### config.mk
export PLATFORM = sky130hd
export DESIGN_NAME = sai_core
export DESIGN_NICKNAME = d
export VERILOG_FILES = /design/src/hw/sai_pkg.sv /design/src/hw/sai_core.sv
export SDC_FILE = /design/constraint.sdc
export NUM_CORES = 1
export LEC_CHECK = 0
export ABC_CLOCK_PERIOD_IN_PS = 10100
export BUFFER_PORTS_ARGS = -buffer_cell sky130_fd_sc_hd__buf_2
export CORE_ASPECT_RATIO = 1.4
export CORE_UTILIZATION = 25
export DETAILED_ROUTE_END_ITERATION = 6
export PLACE_DENSITY = 0.47
export SYNTH_ARGS = -nofsm -noshare
export SYNTH_HDL_FRONTEND = slang
export SYNTH_SLANG_ARGS = --single-unit
### constraint.sdc
create_clock -name pclk -period 10.1 [get_ports pclk]
set_input_delay 2.02 -clock pclk [delete_from_list [all_inputs] [get_ports pclk]]
set_output_delay 2.02 -clock pclk [all_outputs]
set_load 0.005 [all_outputs]
### src/hw/sai_pkg.sv
// Constants for the servo alarm and index output block.
// Assumes a 10 MHz APB clock and a control-power reset on presetn.
//
// Overview of operation
// Emergency-stop limit in 1 ms units, 0..1000, default 200.
// Stop not done when the limit runs out puts the drive into alarm state.
// Limit of zero skips the timed stop and stops on alarm at once.
// Speed above the second over-speed level raises the over-speed fault; level up to 20000.
// Level of zero uses 1.2 times the motor maximum speed.
// Panel write select 1 stores each panel edit at once; 0 does not.
// Initialization waits 1.5 s plus setting times 0.1 s; setting 0..100.
// Encoder index output stretched by a width in pulses, 0..32767.
// Full-closed scale index held for a least time, 0..400 us.
// Interval zero: scale index only at absolute zero position.
// Nonzero interval: index at first zero, then every set count of A pulses.
// Regeneration 0 passes A, B, Z; 1 regenerates A, B and passes Z.
// Alarm latch time: 0 latches forever, 1..10 seconds, default 5.
// Active load estimation saves its result every 30 minutes.
// Estimation speed setting 0..3; higher follows load changes faster.
// Speed 0 stops, 1 each minute, 2 each second, 3 fastest.
// Power-cycle settings take effect only at the next power-up.
// Disturbance compensating gain is signed, -100..100, default 0.
// Disturbance filter constant in 0.01 ms units, up to 2500, default 53.
// Stop and latch timers share one millisecond tick, started at alarm onset.
// Index interval counter clears at power-up, restarts at first absolute zero.

package sai_pkg;
  localparam int CLK_HZ = 10_000_000;
  localparam int TICK_MS = 1;
  localparam int CYC_PER_MS = CLK_HZ / 1000 * TICK_MS;
  localparam int TICK_US = 1;
  localparam int CYC_PER_US = CLK_HZ / 1_000_000 * TICK_US;
  localparam int INIT_BASE_S_X10 = 15;
  localparam int INIT_BASE_MS = INIT_BASE_S_X10 * 100;
  localparam int INIT_STEP_MS = 100;
  localparam int SAVE_MIN = 30;
  localparam int SAVE_MS = SAVE_MIN * 60 * 1000;
  localparam int EST_SLOW_MS = 60_000;
  localparam int EST_MID_MS = 1000;
  localparam int SEC_MS = 1000;
  // Default second over-speed level is max speed times MUL over DIV
  localparam int OVS_MUL = 6;
  localparam int OVS_DIV = 5;
  // Register byte offsets
  localparam logic [7:0] OFS_CTRL = 8'h00;
  localparam logic [7:0] OFS_ESTOP = 8'h04;
  localparam logic [7:0] OFS_OVSPD = 8'h08;
  localparam logic [7:0] OFS_PANEL = 8'h0C;
  localparam logic [7:0] OFS_INDEX = 8'h10;
  localparam logic [7:0] OFS_ABSZ = 8'h14;
  localparam logic [7:0] OFS_REGEN = 8'h18;
  localparam logic [7:0] OFS_DIST = 8'h1C;
  localparam logic [7:0] OFS_STAT = 8'h20;
  // Field limits and reset values
  localparam logic [9:0] ESTOP_MAX = 10'h3E8;
  localparam logic [9:0] ESTOP_RST = 10'h0C8;
  localparam logic [3:0] LATCH_MAX = 4'hA;
  localparam logic [3:0] LATCH_RST = 4'h5;
  localparam logic [14:0] OVSPD_MAX = 15'h4E20;
  localparam logic [6:0] PUW_MAX = 7'h64;
  localparam logic [8:0] SZW_MAX = 9'h190;
  localparam logic [28:0] ABSZ_MAX = 29'h10000000;
  localparam logic [1:0] EST_RST = 2'h1;
  localparam logic [11:0] FILT_MAX = 12'h9C4;
  localparam logic [11:0] FILT_RST = 12'h035;
  localparam logic signed [7:0] GAIN_MAX = 8'sh64;
  localparam logic signed [7:0] GAIN_MIN = -8'sh64;
  // Field positions
  localparam int LATCH_LSB = 16;
  localparam int MAXSPD_LSB = 16;
  localparam int PUW_LSB = 16;
  localparam int SZW_LSB = 16;
  localparam int EST_LSB = 4;
  localparam int FILT_LSB = 16;
  localparam int CLR_LATCH_BIT = 8;
  localparam int CLR_OVS_BIT = 9;
  typedef enum logic [1:0] {
    ST_IDLE = 2'b00,
    ST_ESTOP = 2'b01,
    ST_ALARM = 2'b10
  } sai_state_e;
endpackage

### src/hw/sai_core.sv
// Servo alarm timing, over-speed check and pulse output shaping.
// Assumes APB master on pclk; encoder and scale pins are asynchronous.
//
// Local design decisions: the APB interface to the registers and the address map.
`timescale 1ns/1ps
`default_nettype none
module sai_core import sai_pkg::*; #(
  parameter int MS_CYCLES = CYC_PER_MS,
  parameter int SAVE_PERIOD_MS = SAVE_MS,
  parameter int EST_MINUTE_MS = EST_SLOW_MS,
  parameter int INIT_MS = INIT_BASE_MS
) (
  // Clock and reset
  input wire logic pclk,
  input wire logic presetn,
  // APB slave
  input wire logic psel,
  input wire logic penable,
  input wire logic pwrite,
  input wire logic [7:0] paddr,
  input wire logic [31:0] pwdata,
  output logic [31:0] prdata,
  output logic pready,
  output logic pslverr,
  // Drive status inputs (same clock)
  input wire logic [15:0] motor_speed,
  input wire logic panel_edit,
  input wire logic est_active,
  input wire logic abs_zero,
  input wire logic scale_a_step,
  // Pins
  input wire logic alarm_pin,
  input wire logic stop_done_pin,
  input wire logic enc_a_pin,
  input wire logic enc_b_pin,
  input wire logic enc_z_pin,
  input wire logic scale_a_pin,
  input wire logic scale_b_pin,
  input wire logic scale_z_pin,
  // Drive status outputs
  output logic alarm_state,
  output logic estop_active,
  output logic alarm_latched,
  output logic second_overspeed_fault,
  output logic init_done,
  output logic nv_edit_write,
  output logic est_update,
  output logic est_save,
  output logic signed [7:0] disturbance_comp_gain,
  output logic [11:0] disturbance_filter_constant,
  // Pulse outputs to host
  output logic out_a,
  output logic out_b,
  output logic out_z
);
  ////////////////////////////////////////////////////////////////////
  logic [7:0] s1_reg, s2_reg, s3_reg;
  always_ff @(posedge pclk or negedge presetn) begin
    if (!presetn) begin
      s1_reg <= 8'h00;
      s2_reg <= 8'h00;
      s3_reg <= 8'h00;
    end else begin
      s1_reg <= {alarm_pin, stop_done_pin, enc_a_pin, enc_b_pin,
                 enc_z_pin, scale_a_pin, scale_b_pin, scale_z_pin};
      s2_reg <= s1_reg;
      s3_reg <= s2_reg;
    end
  end
  wire alm = s2_reg[7];
  wire done = s2_reg[6];
  wire ea_rise = s2_reg[5] & ~s3_reg[5];
  wire ez = s2_reg[3];
  wire ez_rise = s2_reg[3] & ~s3_reg[3];
  wire [1:0] sab = s2_reg[2:1];
  wire sz = s2_reg[0];
  wire sz_rise = s2_reg[0] & ~s3_reg[0];
  wire alm_rise = s2_reg[7] & ~s3_reg[7];

  ////////////////////////////////////////////////////////////////////
  // Registers; power-cycle fields carry a staged and an effective copy
  logic full_closed_reg, serial_reg, panel_reg, panel_eff_reg, regen_reg, regen_eff_reg;
  logic [9:0] estop_reg;
  logic [3:0] latch_reg, latch_eff_reg;
  logic [14:0] ovs_reg, maxspd_reg, encw_reg, encw_eff_reg;
  logic [6:0] puw_reg;
  logic [8:0] szw_reg, szw_eff_reg;
  logic [28:0] absz_reg, absz_eff_reg;
  logic [1:0] est_reg;
  logic signed [7:0] gain_reg;
  logic [11:0] filt_reg;
  wire wr = psel & penable & pready & pwrite;
  wire w_ctrl = wr & (paddr == OFS_CTRL);
  wire w_estop = wr & (paddr == OFS_ESTOP);
  wire w_ovs = wr & (paddr == OFS_OVSPD);
  wire w_panel = wr & (paddr == OFS_PANEL);
  wire w_index = wr & (paddr == OFS_INDEX);
  wire w_absz = wr & (paddr == OFS_ABSZ);
  wire w_regen = wr & (paddr == OFS_REGEN);
  wire w_dist = wr & (paddr == OFS_DIST);
  // Out-of-range writes saturate so the logic never sees an illegal setting
  wire [9:0] wd_estop = (pwdata[9:0] > ESTOP_MAX) ? ESTOP_MAX : pwdata[9:0];
  wire [3:0] wd_latch = (pwdata[LATCH_LSB+:4] > LATCH_MAX) ? LATCH_MAX : pwdata[LATCH_LSB+:4];
  wire [14:0] wd_ovs = (pwdata[14:0] > OVSPD_MAX) ? OVSPD_MAX : pwdata[14:0];
  wire [6:0] wd_puw = (pwdata[PUW_LSB+:7] > PUW_MAX) ? PUW_MAX : pwdata[PUW_LSB+:7];
  wire [8:0] wd_szw = (pwdata[SZW_LSB+:9] > SZW_MAX) ? SZW_MAX : pwdata[SZW_LSB+:9];
  wire [28:0] wd_absz = (pwdata[28:0] > ABSZ_MAX) ? ABSZ_MAX : pwdata[28:0];
  wire [11:0] wd_filt = (pwdata[FILT_LSB+:12] > FILT_MAX) ? FILT_MAX : pwdata[FILT_LSB+:12];
  wire signed [31:0] wd_g32 = {{24{pwdata[7]}}, pwdata[7:0]};
  wire signed [7:0] wd_gain = (wd_g32 > 32'sd100) ? GAIN_MAX :
                              (wd_g32 < -32'sd100) ? GAIN_MIN : wd_g32[7:0];
  always_ff @(posedge pclk or negedge presetn) begin
    if (!presetn) begin
      full_closed_reg <= 1'b0; serial_reg <= 1'b0;
      estop_reg <= ESTOP_RST; latch_reg <= LATCH_RST;
      ovs_reg <= 15'h0000; maxspd_reg <= 15'h0000;
      panel_reg <= 1'b0; puw_reg <= 7'h00;
      encw_reg <= 15'h0000; szw_reg <= 9'h000; absz_reg <= 29'h00000000;
      regen_reg <= 1'b0; est_reg <= EST_RST;
      gain_reg <= 8'sh00; filt_reg <= FILT_RST;
    end else begin
      if (w_ctrl) {serial_reg, full_closed_reg} <= pwdata[1:0];
      if (w_estop) estop_reg <= wd_estop;
      if (w_estop) latch_reg <= wd_latch;
      if (w_ovs) ovs_reg <= wd_ovs;
      if (w_ovs) maxspd_reg <= pwdata[MAXSPD_LSB+:15];
      if (w_panel) panel_reg <= pwdata[0];
      if (w_panel) puw_reg <= wd_puw;
      if (w_index) encw_reg <= pwdata[14:0];
      if (w_index) szw_reg <= wd_szw;
      if (w_absz) absz_reg <= wd_absz;
      if (w_regen) regen_reg <= pwdata[0];
      if (w_regen) est_reg <= pwdata[EST_LSB+:2];
      if (w_dist) gain_reg <= wd_gain;
      if (w_dist) filt_reg <= wd_filt;
    end
  end
  // Effective copies follow only until initialization ends
  always_ff @(posedge pclk or negedge presetn) begin
    if (!presetn) begin
      panel_eff_reg <= 1'b0; latch_eff_reg <= LATCH_RST; encw_eff_reg <= 15'h0000;
      szw_eff_reg <= 9'h000; absz_eff_reg <= 29'h00000000; regen_eff_reg <= 1'b0;
    end else if (!init_done) begin
      panel_eff_reg <= panel_reg; latch_eff_reg <= latch_reg; encw_eff_reg <= encw_reg;
      szw_eff_reg <= szw_reg; absz_eff_reg <= absz_reg; regen_eff_reg <= regen_reg;
    end
  end

  ////////////////////////////////////////////////////////////////////
  // APB answer: pready rises in the access phase, zero extra waits
  wire mapped = (paddr[1:0] == 2'b00) && (paddr <= OFS_STAT);
  logic [31:0] rd;
  always_comb begin
    unique case (paddr)
      OFS_CTRL: rd = {30'h00000000, serial_reg, full_closed_reg};
      OFS_ESTOP: rd = {12'h000, latch_reg, 6'h00, estop_reg};
      OFS_OVSPD: rd = {1'b0, maxspd_reg, 1'b0, ovs_reg};
      OFS_PANEL: rd = {9'h000, puw_reg, 15'h0000, panel_reg};
      OFS_INDEX: rd = {7'h00, szw_reg, 1'b0, encw_reg};
      OFS_ABSZ: rd = {3'h0, absz_reg};
      OFS_REGEN: rd = {26'h0000000, est_reg, 3'h0, regen_reg};
      OFS_DIST: rd = {4'h0, filt_reg, 8'h00, gain_reg};
      OFS_STAT: rd = {26'h0000000, init_done, second_overspeed_fault,
                      alarm_latched, estop_active, alarm_state, alm};
      default: rd = 32'h00000000;
    endcase
  end
  always_ff @(posedge pclk or negedge presetn) begin
    if (!presetn) begin
      pready <= 1'b0; pslverr <= 1'b0; prdata <= 32'h00000000;
    end else begin
      pready <= psel & ~penable;
      pslverr <= psel & ~penable & ~mapped;
      prdata <= (psel & ~penable & ~pwrite) ? rd : 32'h00000000;
    end
  end

  ////////////////////////////////////////////////////////////////////
  // Common millisecond and microsecond ticks
  logic [$clog2(MS_CYCLES+1)-1:0] msc_reg;
  logic [3:0] usc_reg;
  logic ms_tick, us_tick;
  // Wrap on the last count so each tick period is exactly one unit
  wire ms_wrap = (msc_reg == ($bits(msc_reg))'(MS_CYCLES - 1));
  wire us_wrap = (usc_reg == 4'(CYC_PER_US - 1));
  always_ff @(posedge pclk or negedge presetn) begin
    if (!presetn) begin
      msc_reg <= '0; ms_tick <= 1'b0; usc_reg <= 4'h0; us_tick <= 1'b0;
    end else begin
      ms_tick <= ms_wrap;
      msc_reg <= ms_wrap ? '0 : msc_reg + 1'b1;
      us_tick <= us_wrap;
      usc_reg <= us_wrap ? 4'h0 : usc_reg + 4'h1;
    end
  end

  ////////////////////////////////////////////////////////////////////
  // Alarm: timed emergency stop, then alarm state
  sai_state_e st_reg, st_next;
  logic [9:0] stop_ms_reg;
  logic [13:0] latch_ms_reg;
  wire clr_latch = w_ctrl & pwdata[CLR_LATCH_BIT];
  wire stop_expired = (stop_ms_reg >= estop_reg);
  wire [13:0] latch_lim = 14'(latch_eff_reg * SEC_MS);
  wire latch_expire = alarm_latched && (latch_eff_reg != 4'h0) && ms_tick
                      && (latch_ms_reg + 14'h1 >= latch_lim);
  always_comb begin
    st_next = st_reg;
    unique case (st_reg)
      ST_IDLE: if (alm_rise) st_next = (estop_reg == 10'h000) ? ST_ALARM : ST_ESTOP;
      ST_ESTOP: if (done) st_next = ST_IDLE;
        else if (stop_expired) st_next = ST_ALARM;
      ST_ALARM: if (!alm && !alarm_latched) st_next = ST_IDLE;
      default: st_next = ST_IDLE;
    endcase
  end
  always_ff @(posedge pclk or negedge presetn) begin
    if (!presetn) begin
      st_reg <= ST_IDLE; stop_ms_reg <= 10'h000;
      alarm_state <= 1'b0; estop_active <= 1'b0;
    end else begin
      st_reg <= st_next;
      alarm_state <= (st_next == ST_ALARM);
      estop_active <= (st_next == ST_ESTOP);
      if (st_reg != ST_ESTOP) stop_ms_reg <= 10'h000;
      else if (ms_tick) stop_ms_reg <= stop_ms_reg + 10'h001;
    end
  end
  // Latch: onset wins over a software clear in the same cycle
  always_ff @(posedge pclk or negedge presetn) begin
    if (!presetn) begin
      alarm_latched <= 1'b0; latch_ms_reg <= 14'h0000;
    end else if (alm_rise) begin
      alarm_latched <= 1'b1; latch_ms_reg <= 14'h0000;
    end else if (clr_latch || latch_expire) begin
      alarm_latched <= 1'b0;
    end else if (alarm_latched && ms_tick && latch_ms_reg != 14'h3FFF) begin
      latch_ms_reg <= latch_ms_reg + 14'h0001;
    end
  end

  ////////////////////////////////////////////////////////////////////
  // Second over-speed, sticky until cleared
  wire [16:0] max12 = 17'((32'(maxspd_reg) * OVS_MUL) / OVS_DIV);
  wire [16:0] ovs_thr = (ovs_reg == 15'h0000) ? max12 : {2'b00, ovs_reg};
  wire ovs_hit = ({1'b0, motor_speed} > ovs_thr);
  always_ff @(posedge pclk or negedge presetn) begin
    if (!presetn) second_overspeed_fault <= 1'b0;
    else if (ovs_hit) second_overspeed_fault <= 1'b1;
    else if (w_ctrl & pwdata[CLR_OVS_BIT]) second_overspeed_fault <= 1'b0;
  end

  ////////////////////////////////////////////////////////////////////
  // Power-up wait and panel edit store
  logic [13:0] pu_ms_reg;
  wire [13:0] pu_lim = 14'(INIT_MS) + 14'(puw_reg * INIT_STEP_MS);
  always_ff @(posedge pclk or negedge presetn) begin
    if (!presetn) begin
      pu_ms_reg <= 14'h0000; init_done <= 1'b0; nv_edit_write <= 1'b0;
    end else begin
      if (!init_done && ms_tick) pu_ms_reg <= pu_ms_reg + 14'h0001;
      if (pu_ms_reg >= pu_lim) init_done <= 1'b1;
      nv_edit_write <= panel_edit & panel_eff_reg;
    end
  end

  ////////////////////////////////////////////////////////////////////
  // Load estimation update and periodic save
  logic [16:0] upd_ms_reg;
  logic [21:0] save_ms_reg;
  wire [16:0] upd_lim = (est_reg == 2'h1) ? 17'(EST_MINUTE_MS) :
                        (est_reg == 2'h2) ? 17'(EST_MID_MS) : 17'h00001;
  always_ff @(posedge pclk or negedge presetn) begin
    if (!presetn) begin
      upd_ms_reg <= 17'h00000; save_ms_reg <= 22'h000000;
      est_update <= 1'b0; est_save <= 1'b0;
    end else begin
      est_update <= 1'b0;
      est_save <= 1'b0;
      if (!est_active || est_reg == 2'h0) begin
        upd_ms_reg <= 17'h00000;
      end else if (ms_tick) begin
        if (upd_ms_reg + 17'h1 >= upd_lim) begin
          upd_ms_reg <= 17'h00000; est_update <= 1'b1;
        end else upd_ms_reg <= upd_ms_reg + 17'h00001;
      end
      if (!est_active) save_ms_reg <= 22'h000000;
      else if (ms_tick) begin
        if (save_ms_reg + 22'h1 >= 22'(SAVE_PERIOD_MS)) begin
          save_ms_reg <= 22'h000000; est_save <= 1'b1;
        end else save_ms_reg <= save_ms_reg + 22'h000001;
      end
    end
  end

  ////////////////////////////////////////////////////////////////////
  // Index shaping
  logic [14:0] ez_left_reg;
  logic [8:0] sz_left_reg;
  logic [28:0] az_cnt_reg;
  logic az_armed_reg, az_reg;
  logic [1:0] qd_reg;
  wire az_int = (absz_eff_reg != 29'h0);
  wire az_hit = az_armed_reg && scale_a_step && (az_cnt_reg + 29'h1 >= absz_eff_reg);
  always_ff @(posedge pclk or negedge presetn) begin
    if (!presetn) begin
      ez_left_reg <= 15'h0000; sz_left_reg <= 9'h000;
      az_cnt_reg <= 29'h0; az_armed_reg <= 1'b0; az_reg <= 1'b0; qd_reg <= 2'b00;
    end else begin
      if (ez_rise) ez_left_reg <= encw_eff_reg;
      else if (ea_rise && ez_left_reg != 15'h0000) ez_left_reg <= ez_left_reg - 15'h0001;
      if (sz_rise) sz_left_reg <= szw_eff_reg;
      else if (us_tick && sz_left_reg != 9'h000) sz_left_reg <= sz_left_reg - 9'h001;
      if (abs_zero && (!az_int || !az_armed_reg)) begin
        az_reg <= 1'b1; az_armed_reg <= az_int; az_cnt_reg <= 29'h0;
      end else if (az_int && az_hit) begin
        az_reg <= 1'b1; az_cnt_reg <= 29'h0;
      end else if (scale_a_step) begin
        az_reg <= 1'b0;
        if (az_armed_reg) az_cnt_reg <= az_cnt_reg + 29'h1;
      end
      if (^(sab ^ qd_reg)) qd_reg <= sab; // Illegal double steps are dropped
    end
  end

  ////////////////////////////////////////////////////////////////////
  wire z_enc = ez | (ez_left_reg != 15'h0000);
  wire z_scale = sz | (sz_left_reg != 9'h000);
  wire [1:0] ab_scale = regen_eff_reg ? qd_reg : sab;
  always_ff @(posedge pclk or negedge presetn) begin
    if (!presetn) begin
      out_a <= 1'b0; out_b <= 1'b0; out_z <= 1'b0;
      disturbance_comp_gain <= 8'sh00; disturbance_filter_constant <= FILT_RST;
    end else begin
      {out_a, out_b} <= full_closed_reg ? ab_scale : s2_reg[5:4];
      out_z <= !full_closed_reg ? z_enc : serial_reg ? az_reg : z_scale;
      disturbance_comp_gain <= gain_reg;
      disturbance_filter_constant <= filt_reg;
    end
  end
endmodule
`default_nettype wire

Word level (Yosys, flattened, before mapping)
Cells that the tools add are included.

word-level totals
  register bits after elaboration = 434
  bits in latches = 0
  RAM bits = 0
  memory bits (read-only) = 0
  input port bits = 73
  output and inout port bits = 65
  logic and storage cells = 242
  memories = 0

cells by class
  $add $sub $neg = 11
  $mul = 3
  div/mod/pow operators = 1
  $lt $le $gt $ge = 17
  equality and inequality tests = 20
  shift-type cells = 0
  muxes and demuxes = 58
  bitwise gates (word level) = 31
  reductions and logical operators = 45

operators by type and width
  kind                                                                                   count
  31-bit one-hot mux with 9 select lines                                                 1
  29-bit 2-to-1 mux                                                                      5
  17-bit 2-to-1 mux                                                                      4
  22-bit 2-to-1 mux                                                                      3
  14-bit 2-to-1 mux                                                                      4
  15-bit 2-to-1 mux                                                                      3
  14-bit by 1-bit adder with 14-bit output, second input constant                        3
  10-bit 2-to-1 mux                                                                      4
  18-bit by 3-bit divider with 32-bit output, second input constant                      1
  8-bit by 5-bit equality test with 1-bit output, second input constant                  4
  32-bit 2-to-1 mux                                                                      1
  29-bit by 1-bit adder with 29-bit output, second input constant                        1
  29-bit greater-or-equal comparator                                                     1
  29-bit greater-than comparator, second input constant                                  1
  29-bit nonzero test                                                                    1
  14-bit greater-or-equal comparator                                                     2
  9-bit 2-to-1 mux                                                                       3
  22-bit by 1-bit adder with 22-bit output, second input constant                        1
  22-bit by 21-bit greater-or-equal comparator with 1-bit output, second input constant  1
  1-bit AND                                                                              21
  17-bit by 1-bit adder with 17-bit output, second input constant                        1
  17-bit by 16-bit greater-or-equal comparator with 1-bit output                         1
  16-bit by 17-bit greater-than comparator with 1-bit output                             1
  15-bit by 2-bit multiplier with 17-bit output, second input constant                   1
  other kinds (52)                                                                       117

Longest topological paths before layout
Gate-level depths: netlist of run 1.

  depth after elaboration = 8
  gate-level depth with buffers = 47
  mapped depth without buffers = 42

Worst setup path after synthesis of run 1
OpenSTA, ideal clock, no wires.

  kind = reg2reg
  from = register maxspd_reg[1]
  to = register second_overspeed_fault
  library setup time = 131 ps
  data arrival time = 8487 ps
  required time = 9969 ps
  path slack = 1482 ps
  cell stages (with the launch flop) = 44
  path buffers = 3
  period minus slack after synthesis = 8618 ps
  cell sequence = dfrtp_1 -> ha_1 -> fa_1 -> a211oi_2 -> o21ai_2 -> a21o_4 -> a221oi_4 -> nand3_4 -> o32a_1 -> and4_1 -> clkbuf_1 -> buf_4 -> a211o_1 -> o21a_2 -> or4_4 -> and4b_4 -> a2111oi_4 -> or2_1 -> [... 8 more ...] -> o31a_1 -> o211a_1 -> o221ai_1 -> a22o_1 -> a31oi_1 -> ha_1 -> nor2b_1 -> o21a_1 -> o21ai_0 -> nand2b_1 -> a21oi_1 -> nor2_1 -> a211oi_1 -> o21ai_0 -> a21o_1 -> a21o_1 -> a21oi_1 -> o21ai_0

on the way
  cells in the longest elaborated chain, start to end = 5
  elaborated cells between the ends (all ways) = 6
  classes of those cells = mul (1); div (1); order compare (1); mux (2); reduce/logical (1)

ends and longest elaborated chain
  item                                                          line             source
  start, declared                                               sai_core.sv:85   logic [14:0] ovs_reg, maxspd_reg, encw_reg, encw_eff_reg;
  start signal, assigned                                        sai_core.sv:126  if (w_ovs) maxspd_reg <= pwdata[MAXSPD_LSB+:15];
  15-bit by 2-bit multiplier with 17-bit output *               sai_core.sv:244  wire [16:0] max12 = 17'((32'(maxspd_reg) * OVS_MUL) / OVS_DIV);
  18-bit by 3-bit divider with 32-bit output *                  sai_core.sv:244
  17-bit 2-to-1 mux *                                           sai_core.sv:245  wire [16:0] ovs_thr = (ovs_reg == 15'h0000) ? max12 : {2'b00, ovs_reg};
  16-bit by 17-bit greater-than comparator with 1-bit output *  sai_core.sv:246  wire ovs_hit = ({1'b0, motor_speed} > ovs_thr);
  1-bit 2-to-1 mux or 2-bit nonzero test (tied branches)        n/a
  end signal, assigned                                          sai_core.sv:248  if (!presetn) second_overspeed_fault <= 1'b0;
  end signal, assigned                                          sai_core.sv:249  else if (ovs_hit) second_overspeed_fault <= 1'b1;
  end signal, assigned                                          sai_core.sv:250  else if (w_ctrl & pwdata[CLR_OVS_BIT]) second_overspeed_fault <= 1'b0;
  end, declared                                                 sai_core.sv:44   output logic second_overspeed_fault,

Every way passes the cells marked *; elsewhere a longest branch is shown, timed or not.
A chain may end at the register's enable or synchronous reset.

Worst setup path after layout of run 1
Same ends and word-level chain as after synthesis.

==> impl_metrics.env, run 1 <==
export IMPL_area_growth_pct=16.1
export IMPL_cp_depth=41
export IMPL_routed_wl_um=78400
export IMPL_drc=6
export IMPL_ir_worst_vdd_v=0.000116
export IMPL_final_max_slew_viol_count=0
export IMPL_fin_crit_ns=9.44
export IMPL_largest_register="prdata"
export IMPL_port_buffers=135
export IMPL_crit_buf_inv=0
export IMPL_die_area_um2=103000
export IMPL_skew_ns=0.0511
export IMPL_design_area_um2=29500
export IMPL_antenna_found_initial=24
export IMPL_topRoutingLayerUsed="met5"
export IMPL_period_share=0.934
export IMPL_cts_tree="yes"
export IMPL_clock_sinks=429
export IMPL_grt_max_degree=84
export IMPL_whs_path_depth=0
export IMPL_cellLeakagePower_nw=13.4
export IMPL_synth_area_um2=25400
export IMPL_slowest_stage="or4_4"
export IMPL_cts_root_buf="clkbuf_16"
export IMPL_cpPeakStageDelay_ns=0.50
export IMPL_finalSetupViolCount=0
export IMPL_reg2reg_depth=41
export IMPL_cts_hold_buf=0
export IMPL_largest_register_ffs=31
export IMPL_vias=20300
export IMPL_layout_nets=3033
export IMPL_path_delay_family="compound AO/OA/AOI/OAI gates"
export IMPL_rows=137
export IMPL_hold_violations=0
export IMPL_criticalPathCategory="reg2reg"
export IMPL_slew_headroom=0.258
export IMPL_met3_length_um=3870
export IMPL_synth_seq_cells=429
export IMPL_drt_iter0_drc=1488
export IMPL_io_pins=138
export IMPL_worstPathMaxFanout=8
export IMPL_design_core_area_um2=100000
export IMPL_die_w_um=271
export IMPL_yosys_area_top_type="dfrtp_1"
export IMPL_drv_cap=0
export IMPL_cts_buffer_depth=3
export IMPL_vias_per_cell=4.89
export IMPL_grt_use_total=0.152
export IMPL_hold_worst_slack_ns=0.342
export IMPL_wl_per_cell_um=18.9
export IMPL_synth_fp_nets=2919
export IMPL_routed_wl_met2_um=37500
export IMPL_met1_length_um=34700
export IMPL_ant_nets=0
export IMPL_htreeDepth=2
export IMPL_grt_pass1_wl_um=122000
export IMPL_gr_total_overflow=0
export IMPL_startpoint_type="register"
export IMPL_arrival_ns=9.93
export IMPL_ys_warn_count=0
export IMPL_max_freq_mhz=106
export IMPL_worst_setup_path_end_kind="register"
export IMPL_synthArstFlopShare=1.00
export IMPL_p_per_area_nw_per_um2=143
export IMPL_status="finished with violations"
export IMPL_numCtsBuffers=49
export IMPL_worst_pin_slew_ns=1.11
export IMPL_dieHeight_um=379
export IMPL_synth_top_area_frac=0.407
export IMPL_ys_seq_area_frac=0.424
export IMPL_synth_distinct_cells=107
export IMPL_synthCells=2668
export IMPL_firstDrtPassIters=7
export IMPL_synth_edf_count=0
export IMPL_syn_area_per_cell_um2=9.51
export IMPL_post_dp_cell_area_um2=27600
export IMPL_dp_hpwl_um=58700
export IMPL_start_util=0.253
export IMPL_path_clk_slew_ns=0.07
export IMPL_place_congestion=0.848
export IMPL_synthFlopType="dfrtp_1"
export IMPL_synthTopCellsByArea="dfrtp_1 41%, ha_1 8.3%, nand2_1 4.8%, mux2_2 4.0%, xnor2_1 3.5%"
export IMPL_grt_pass1_vias=20300
export IMPL_clock_latency_ns=0.63
export IMPL_final_layout_size_suffix_gt1_frac=0.154
export IMPL_critPathRequiredTime_ns=10.60
export IMPL_violations="design-rule violations"
export IMPL_hold_path_class="reg2reg"
-- Yosys cell counts (all sizes together) (6+ instances only) --
library cell and number:
dfrtp 413, nand2 323, nor2 183, o21ai 182, ha 168, a21oi 123
inv 123, xnor2 101, clkbuf 99, mux2 91, nand3 90, xor2 69
nand2b 65, nor3 54, a22o 43, nand4 40, and3 38, a21o 34
a222oi 29, nor4 29, buf 24, nor2b 22, o21a 22, a22oi 21
a31oi 20, and2 17, o31ai 17, dfstp 16, or3 16, a211oi 11
fa 10, mux2i 10, o211ai 10, o21bai 10, or2 10, nand3b 9
a211o 8, a32oi 8, nor3b 7, o221ai 7, o41ai 7, o2111ai 6
o22ai 6
-- where the power goes --
part | internal [mW] | switching, mW | leakage [nW] | total (mW)
logic | 0.165 | 0.259 | 6.73 | 0.423
clock network | 1.20 | 0.789 | 0.865 | 1.99
registers | 1.76 | 0.0335 | 5.80 | 1.79
-- routing by layer --
layer / global-route usage / up-vias
li1: - / 9756
met1: 0.198 / 9897
met2: 0.258 / 494
met3: 0.0220 / 107
met4: 0.0499 / 10
met5: 0 / -
-- stage by stage --
stage,setup TNS [ns],utilization,power (mW),worst slack (ns),instances
final,0,0.294,4.21,0.664,4145
after detailed placement,0,0.275,2.25,0.234,4043
after CTS,0,0.293,4.27,0.174,4134
after floorplan,0,-,2.09,1.48,2668
after global placement,0,0.275,2.24,0.237,4043
after global routing,-0.0390,0.294,4.39,-0.0390,4143
-- cell type report --
class,count,area [um2]
Antenna cell,3,7.51
Clock buffer,63,1340
Clock inverter,28,462
Fill cell,10700,70600
Inverter,124,465
Multi-Input combinational cell,1993,13700
Sequential cell,429,10800
Tap cell,1320,1650
Timing Repair Buffer,185,1060
-- repair_timing --
action                     CTS  global route
setup endpoints to repair    0             1
setup buffers                0             7
resized for setup            0             9
-- cells in the final DEF, fill, tap and decap left out, types with 9 or more instances in the layout --
cell / count
nor4_1: 28
fa_1: 10
a22oi_1: 20
nand3b_1: 9
nand4_1: 40
o21a_1: 20
buf_2: 134
nand2b_1: 65
nor2_1: 181
a22o_1: 43
dfrtp_1: 412
and2_1: 17
clkbuf_16: 49
bufinv_16: 10
o21bai_1: 9
o31ai_1: 17
mux2i_1: 10
or3_1: 15
mux2_2: 91
o211ai_1: 10
a21oi_1: 119
nand2_1: 322
inv_1: 123
buf_4: 50
a21o_1: 33
o21ai_0: 170
and3_1: 37
dfstp_2: 16
xnor2_1: 101
nor3_1: 49
a31oi_1: 20
a211oi_1: 10
xor2_1: 68
nand3_1: 89
a222oi_1: 29
ha_1: 168
nor2b_1: 21
-- final timing paths --
kind                                from                     end  slack (ns)
max                        maxspd_reg[1]  second_overspeed_fault        0.66
min                            s1_reg[4]               s2_reg[4]        0.34
max reg2reg                maxspd_reg[1]  second_overspeed_fault        0.66
min reg2reg                    s1_reg[4]               s2_reg[4]        0.34
max in group asynchronous        presetn               init_done        6.93
min in group asynchronous        presetn               s1_reg[4]        1.39
-- kinds of logic (layout without fill, tap and decap cells) --
kind of cell / count (synthesis) / in the layout / share of synthesized area
buffers and inverters: 247 / 400 / 0.0384
other: 1 / 4 / 0.000148
muxes: 101 / 101 / 0.0443
DFF: 429 / 429 / 0.424
adders and majority gates: 182 / 182 / 0.0923
AOI/OAI and AO/OA: 620 / 620 / 0.169
and+or+nand+nor: 918 / 919 / 0.173
xor gates and xnor gates: 170 / 170 / 0.0590
Power figures use the tool's default switching activity.
==> run 2: changes to the inputs <==
--- a/config.mk
+++ b/config.mk
@@ -5,12 +5,14 @@
 export SDC_FILE = /design/constraint.sdc
 export NUM_CORES = 1
 export LEC_CHECK = 0
+export ABC_AREA = 1
 export ABC_CLOCK_PERIOD_IN_PS = 10100
 export BUFFER_PORTS_ARGS = -buffer_cell sky130_fd_sc_hd__buf_2
 export CORE_ASPECT_RATIO = 1.4
 export CORE_UTILIZATION = 25
 export DETAILED_ROUTE_END_ITERATION = 6
 export PLACE_DENSITY = 0.47
+export SKIP_CTS_REPAIR_TIMING = 1
 export SYNTH_ARGS = -nofsm -noshare
 export SYNTH_HDL_FRONTEND = slang
 export SYNTH_SLANG_ARGS = --single-unit
==> run 2 against run 1 <==
  * The flow now finishes without violations
  * Worst setup slack better by 0.69 ns
  * Sequential cell count did not move
  * Die area decreased by 2.4%
  * Power up 63%
  * Via count grew 0.50%
  * Hold slack improved by 0.0052 ns
  * Utilization is 0.21 points lower
  * Global-route usage rose by 0.26 points
  * Synthesized cell count is 12% higher
  * Clock-buffer cell count is 1 lower
  * Critical endpoint unchanged
==> impl_metrics.env, run 2 <==
export IMPL_status="finished clean"
export IMPL_numCtsBuffers=46
export IMPL_largest_register_ffs=31
export IMPL_slowest_stage="o41ai_1"
export IMPL_firstDrtPassIters=6
export IMPL_synth_common_cells="584 x nand2_1, 472 x inv_1, 413 x dfrtp_1"
export IMPL_yosys_area_share_simple=0.211
export IMPL_grt_pass1_wl_um=119000
export IMPL_synthCells=2995
export IMPL_finalSetupViolCount=0
export IMPL_synth_fa_ha_area_frac=0.0930
export IMPL_syn_area_per_cell_um2=8.27
export IMPL_worst_pin_slew_ns=1.15
export IMPL_wl_per_cell_um=17.1
export IMPL_final_layout_size_suffix_gt1_frac=0.122
export IMPL_synth_top_family_by_area="simple AND/OR/NAND/NOR gates"
export IMPL_grt_use_total=0.155
export IMPL_setup_tns_final_ns=0
export IMPL_io_pins=138
export IMPL_path_clk_slew_ns=0.07
export IMPL_skew_ns=0.0187
export IMPL_rows=136
export IMPL_rsz0062_at_grt="no"
export IMPL_ir_worst_vdd_v=0.000366
export IMPL_yosys_area_top_type="dfrtp_1"
export IMPL_dp_hpwl_um=59900
export IMPL_area_growth_pct=15.9
export IMPL_post_dp_cell_area_um2=27100
export IMPL_synth_area_um2=24800
export IMPL_largest_register="prdata"
export IMPL_synthArstFlopShare=1.00
export IMPL_cellLeakagePower_nw=13.6
export IMPL_p_per_area_nw_per_um2=238
export IMPL_routed_wl_um=76700
export IMPL_whs_path_depth=0
export IMPL_dieHeight_um=374
export IMPL_antenna_found_initial=18
export IMPL_cts_tree="yes"
export IMPL_gr_total_overflow=0
export IMPL_die_area_um2=100000
export IMPL_final_max_slew_viol_count=0
export IMPL_cts_root_buf="clkbuf_16"
export IMPL_critPathRequiredTime_ns=10.57
export IMPL_layout_nets=3387
export IMPL_die_w_um=268
export IMPL_worst_setup_path_end_kind="register"
export IMPL_synth_fp_nets=3246
export IMPL_synthFlopType="dfrtp_1"
export IMPL_criticalPathCategory="reg2reg"
export IMPL_ant_nets=0
export IMPL_grt_pass1_vias=20600
export IMPL_start_util=0.252
export IMPL_arrival_ns=9.22
export IMPL_period_share=0.866
export IMPL_mostFrequentLayoutCells="583 x nand2_1, 472 x inv_1, 412 x dfrtp_1, 198 x o21ai_0, 180 x nor2_1"
export IMPL_synth_edf_count=0
export IMPL_htreeDepth=2
export IMPL_cts_buffer_depth=3
export IMPL_synthTopCellsByArea="dfrtp_1 42%, nand2_1 8.9%, ha_1 8.5%, inv_1 7.2%, o21ai_0 4.0%"
export IMPL_clock_sinks=429
export IMPL_design_core_area_um2=98200
export IMPL_synth_seq_cells=429
export IMPL_hold_violations=0
export IMPL_synth_distinct_cells=63
export IMPL_slew_headroom=0.221
export IMPL_startpoint_type="register"
export IMPL_vias=20400
export IMPL_yosysMostFrequentCell="nand2_1"
export IMPL_synth_compound_area_frac=0.131
export IMPL_vias_per_cell=4.54
export IMPL_clock_latency_ns=0.62
export IMPL_drc=0
export IMPL_synth_top_area_frac=0.417
export IMPL_drv_cap=0
export IMPL_synth_area_mux_share=0.000808
export IMPL_place_congestion=0.901
export IMPL_synth_xor_area_frac=0.0424
export IMPL_ys_warn_count=0
export IMPL_ys_seq_area_frac=0.434
export IMPL_drt_iter0_drc=1115
export IMPL_design_area_um2=28700
export IMPL_worstPathMaxFanout=6
export IMPL_cpPeakStageDelay_ns=0.78
export IMPL_grt_max_degree=138
export IMPL_crit_path_frequent_cell="nand2_2"
export IMPL_fin_crit_ns=8.75
export IMPL_final_common_cell="nand2_1"
export IMPL_reg2reg_depth=80
export IMPL_hold_path_class="reg2reg"
export IMPL_port_buffers=135
export IMPL_max_freq_mhz=114
-- run 2: cell types whose count changed in the layout (fill, tap and decap cells not counted), sizes merged, moves of 65 or more --
| cell | change |
|---|---|
| inv | +372 |
| mux2 | -91 |
| nand2 | +324 |
| nand2b | -65 |
| nand3 | +93 |
| o22ai | +68 |
| xnor2 | -79 |
-- run 2: path summary, 6_finish.rpt --
kind / start / to / slack [ns]
max in group asynchronous: presetn / az_cnt_reg[21] / 6.81
min in group asynchronous: presetn / msc_reg[12] / 1.37
max reg2reg: maxspd_reg[0] / second_overspeed_fault / 1.35
min reg2reg: s1_reg[0] / s2_reg[0] / 0.35
min: s1_reg[0] / s2_reg[0] / 0.35
max: maxspd_reg[0] / second_overspeed_fault / 1.35
-- run 2: layout make-up --
cell class	instances	area (um2)
clock inverters	23	302
repair buffers	159	878
flip-flops and latches	429	10800
diodes	6	15.0
multi-input cells	2000	11900
inverters	500	1890
clock buffers	62	1320
well taps	1311	1640
fillers	10600	69500
-- run 2: power by group --
group | total (mW) | switching [mW] | internal, mW
clock network | 1.83 | 0.769 | 1.06
registers | 1.77 | 0.0206 | 1.75
logic | 3.25 | 2.13 | 1.12
total | 6.84 | 2.92 | 3.93
-- run 2: kinds of logic (layout without fill, tap and decap cells) --
family | count (synthesis) | in the layout
and+or+nand+nor | 1158 | 1158
other | 1 | 7
xor gates and xnor gates | 120 | 120
muxes | 2 | 2
buffers and inverters | 566 | 744
adders and majority gates | 178 | 178
AOI/OAI and AO/OA | 541 | 541
DFF | 429 | 429
-- run 2: worst max-delay path: cells and delay by family, from the launching register on --
kind	cells	cell delay, ns
and+or+nand+nor	65	5.36
AOI/OAI and AO/OA	3	1.13
adders and majority gates	4	1.12
buffers and inverters	8	0.52
DFF	1	0.45
-- run 2: metal layers --
layer	vias to the layer above	global-route usage	share of wire
li1	10200	-	-
met1	9673	0.180	0.41
met2	362	0.275	0.51
met3	142	0.0243	0.037
met4	18	0.0705	0.044
met5	-	0	0.0014
-- run 2: metrics by stage --
stage | power, mW | hold slack [ns] | worst slack, ns | util | cells
after floorplan | 4.53 | 0.331 | 2.85 | - | 2995
after global placement | 5.05 | 0.332 | 1.41 | 0.276 | 4399
after detailed placement | 5.06 | 0.336 | 1.35 | 0.276 | 4399
after CTS | 6.93 | 0.351 | 1.36 | 0.292 | 4484
after global routing | 7.37 | 0.362 | 0.552 | 0.292 | 4488
final | 6.84 | 0.347 | 1.35 | 0.292 | 4490
==> run 3: changes to the inputs <==
--- a/config.mk
+++ b/config.mk
@@ -8,9 +8,10 @@
 export ABC_AREA = 1
 export ABC_CLOCK_PERIOD_IN_PS = 10100
 export BUFFER_PORTS_ARGS = -buffer_cell sky130_fd_sc_hd__buf_2
-export CORE_ASPECT_RATIO = 1.4
+export CORE_ASPECT_RATIO = 0.5
 export CORE_UTILIZATION = 25
 export DETAILED_ROUTE_END_ITERATION = 6
+export MAX_ROUTING_LAYER = met4
 export PLACE_DENSITY = 0.47
 export SKIP_CTS_REPAIR_TIMING = 1
 export SYNTH_ARGS = -nofsm -noshare
==> run 3 against run 2 <==
  * Routed wire length fell by 6.3%
  * Via count increased by 0.82%
  * Clock-buffer cell count decreased by 3
  * Register-to-register slack lost 0.23 ns
  * Fmax decreased by 2.6%
  * Critical endpoint unchanged
==> impl_metrics.env, run 3 (synthesized netlist as in run 2, its figures left out) <==
export IMPL_largest_register="prdata"
export IMPL_hold_violations=0
export IMPL_p_per_area_nw_per_um2=244
export IMPL_die_w_um=447
export IMPL_cts_tree="yes"
export IMPL_worst_setup_path_end_kind="register"
export IMPL_layout_nets=3387
export IMPL_setup_tns_final_ns=0
export IMPL_critPathRequiredTime_ns=10.55
export IMPL_ant_nets=0
export IMPL_finalNonFillerCells=4504
export IMPL_hold_path_class="reg2reg"
export IMPL_rows=81
export IMPL_routed_wl_um=71900
export IMPL_fillers=10500
export IMPL_antenna_found_initial=7
export IMPL_port_buffers=135
export IMPL_grt_use_total=0.148
export IMPL_slew_headroom=0.164
export IMPL_die_area_um2=100000
export IMPL_utilization=0.293
export IMPL_grt_pass1_wl_um=114000
export IMPL_grt_pass1_vias=20400
export IMPL_largest_register_ffs=31
export IMPL_crit_buf_inv=6
export IMPL_cellLeakagePower_nw=13.6
export IMPL_max_freq_mhz=111
export IMPL_area_growth_pct=15.8
export IMPL_start_util=0.253
export IMPL_period_share=0.889
export IMPL_design_core_area_um2=97900
export IMPL_startpoint_type="register"
export IMPL_slowest_stage="dfrtp_1"
export IMPL_cts_root_buf="clkbuf_16"
export IMPL_drt_iter0_drc=1371
export IMPL_final_common_cell="nand2_1"
export IMPL_path_clk_slew_ns=0.07
export IMPL_htreeDepth=2
export IMPL_final_max_slew_viol_count=0
export IMPL_dieHeight_um=225
export IMPL_regArea_um2=10800
export IMPL_path_delay_family="simple AND/OR/NAND/NOR gates"
export IMPL_grt_max_degree=143
export IMPL_worst_pin_slew_ns=1.24
export IMPL_place_congestion=0.886
export IMPL_criticalPathCategory="reg2reg"
export IMPL_final_layout_size_suffix_gt1_frac=0.121
export IMPL_rsz0062_at_grt="no"
export IMPL_mostFrequentLayoutCells="583 x nand2_1, 472 x inv_1, 412 x dfrtp_1, 198 x o21ai_0, 182 x nor2_1"
export IMPL_fin_crit_ns=8.98
export IMPL_placedCellCount=4415
export IMPL_ir_worst_vdd_v=0.000732
export IMPL_vias_per_cell=4.56
export IMPL_vias=20500
export IMPL_cpPeakStageDelay_ns=0.45
export IMPL_clock_sinks=429
export IMPL_multi_input_area_um2=11900
export IMPL_worstPathMaxFanout=6
export IMPL_finalSetupViolCount=0
export IMPL_cts_buffer_depth=3
export IMPL_gr_total_overflow=0
export IMPL_arrival_ns=9.43
export IMPL_hold_worst_slack_ns=0.347
export IMPL_clock_latency_ns=0.60
export IMPL_numCtsBuffers=47
export IMPL_io_pins=138
export IMPL_wl_per_cell_um=16.0
export IMPL_firstDrtPassIters=5
export IMPL_dp_hpwl_um=54400
export IMPL_skew_ns=0.0281
export IMPL_drc=0
export IMPL_crit_path_frequent_cell="nand2_2"
export IMPL_status="finished clean"
export IMPL_drv_cap=0
run 3: routing by layer:
layer	vias to the layer above	track usage	routed length, um
met5	-	-	0
met4	0	0.0397	1840
met3	116	0.0179	2400
met2	322	0.246	34100
met1	9890	0.191	33600
li1	10200	-	-
run 3: worst paths after layout:
path	to	from	slack, ns	cells past startpoint
setup / recovery	second_overspeed_fault	maxspd_reg[0]	1.12	82
hold / removal	s2_reg[2]	s1_reg[2]	0.35	0
setup reg to reg	second_overspeed_fault	maxspd_reg[0]	1.12	82
hold reg to reg	s2_reg[2]	s1_reg[2]	0.35	0
max in group asynchronous	init_done	presetn	6.56	3
min in group asynchronous	s1_reg[6]	presetn	1.39	1
run 3: cell type report:
class,instances,share of cell area
clock buffer,59,0.0451
inverter,500,0.0659
antenna,1,0.0000873
clock inverter,29,0.0111
tap,1328,0.0579
multi-input combinational,2000,0.414
timing repair buffer,158,0.0304
sequential,429,0.375
run 3: power by group:
part	internal (mW)	switching, mW	total, mW
combinational	1.12	2.29	3.41
clock	1.03	0.787	1.81
sequential	1.75	0.0195	1.76
run 3: through the flow:
stage | setup slack [ns] | instance area, um2 | power (mW)
after floorplan | 2.85 | 24800 | 4.53
after global placement | 1.29 | 27100 | 5.18
after detailed placement | 1.15 | 27100 | 5.18
after CTS | 1.11 | 28700 | 7.04
after global routing | 0.0996 | 28700 | 7.49
final | 1.12 | 28700 | 6.99
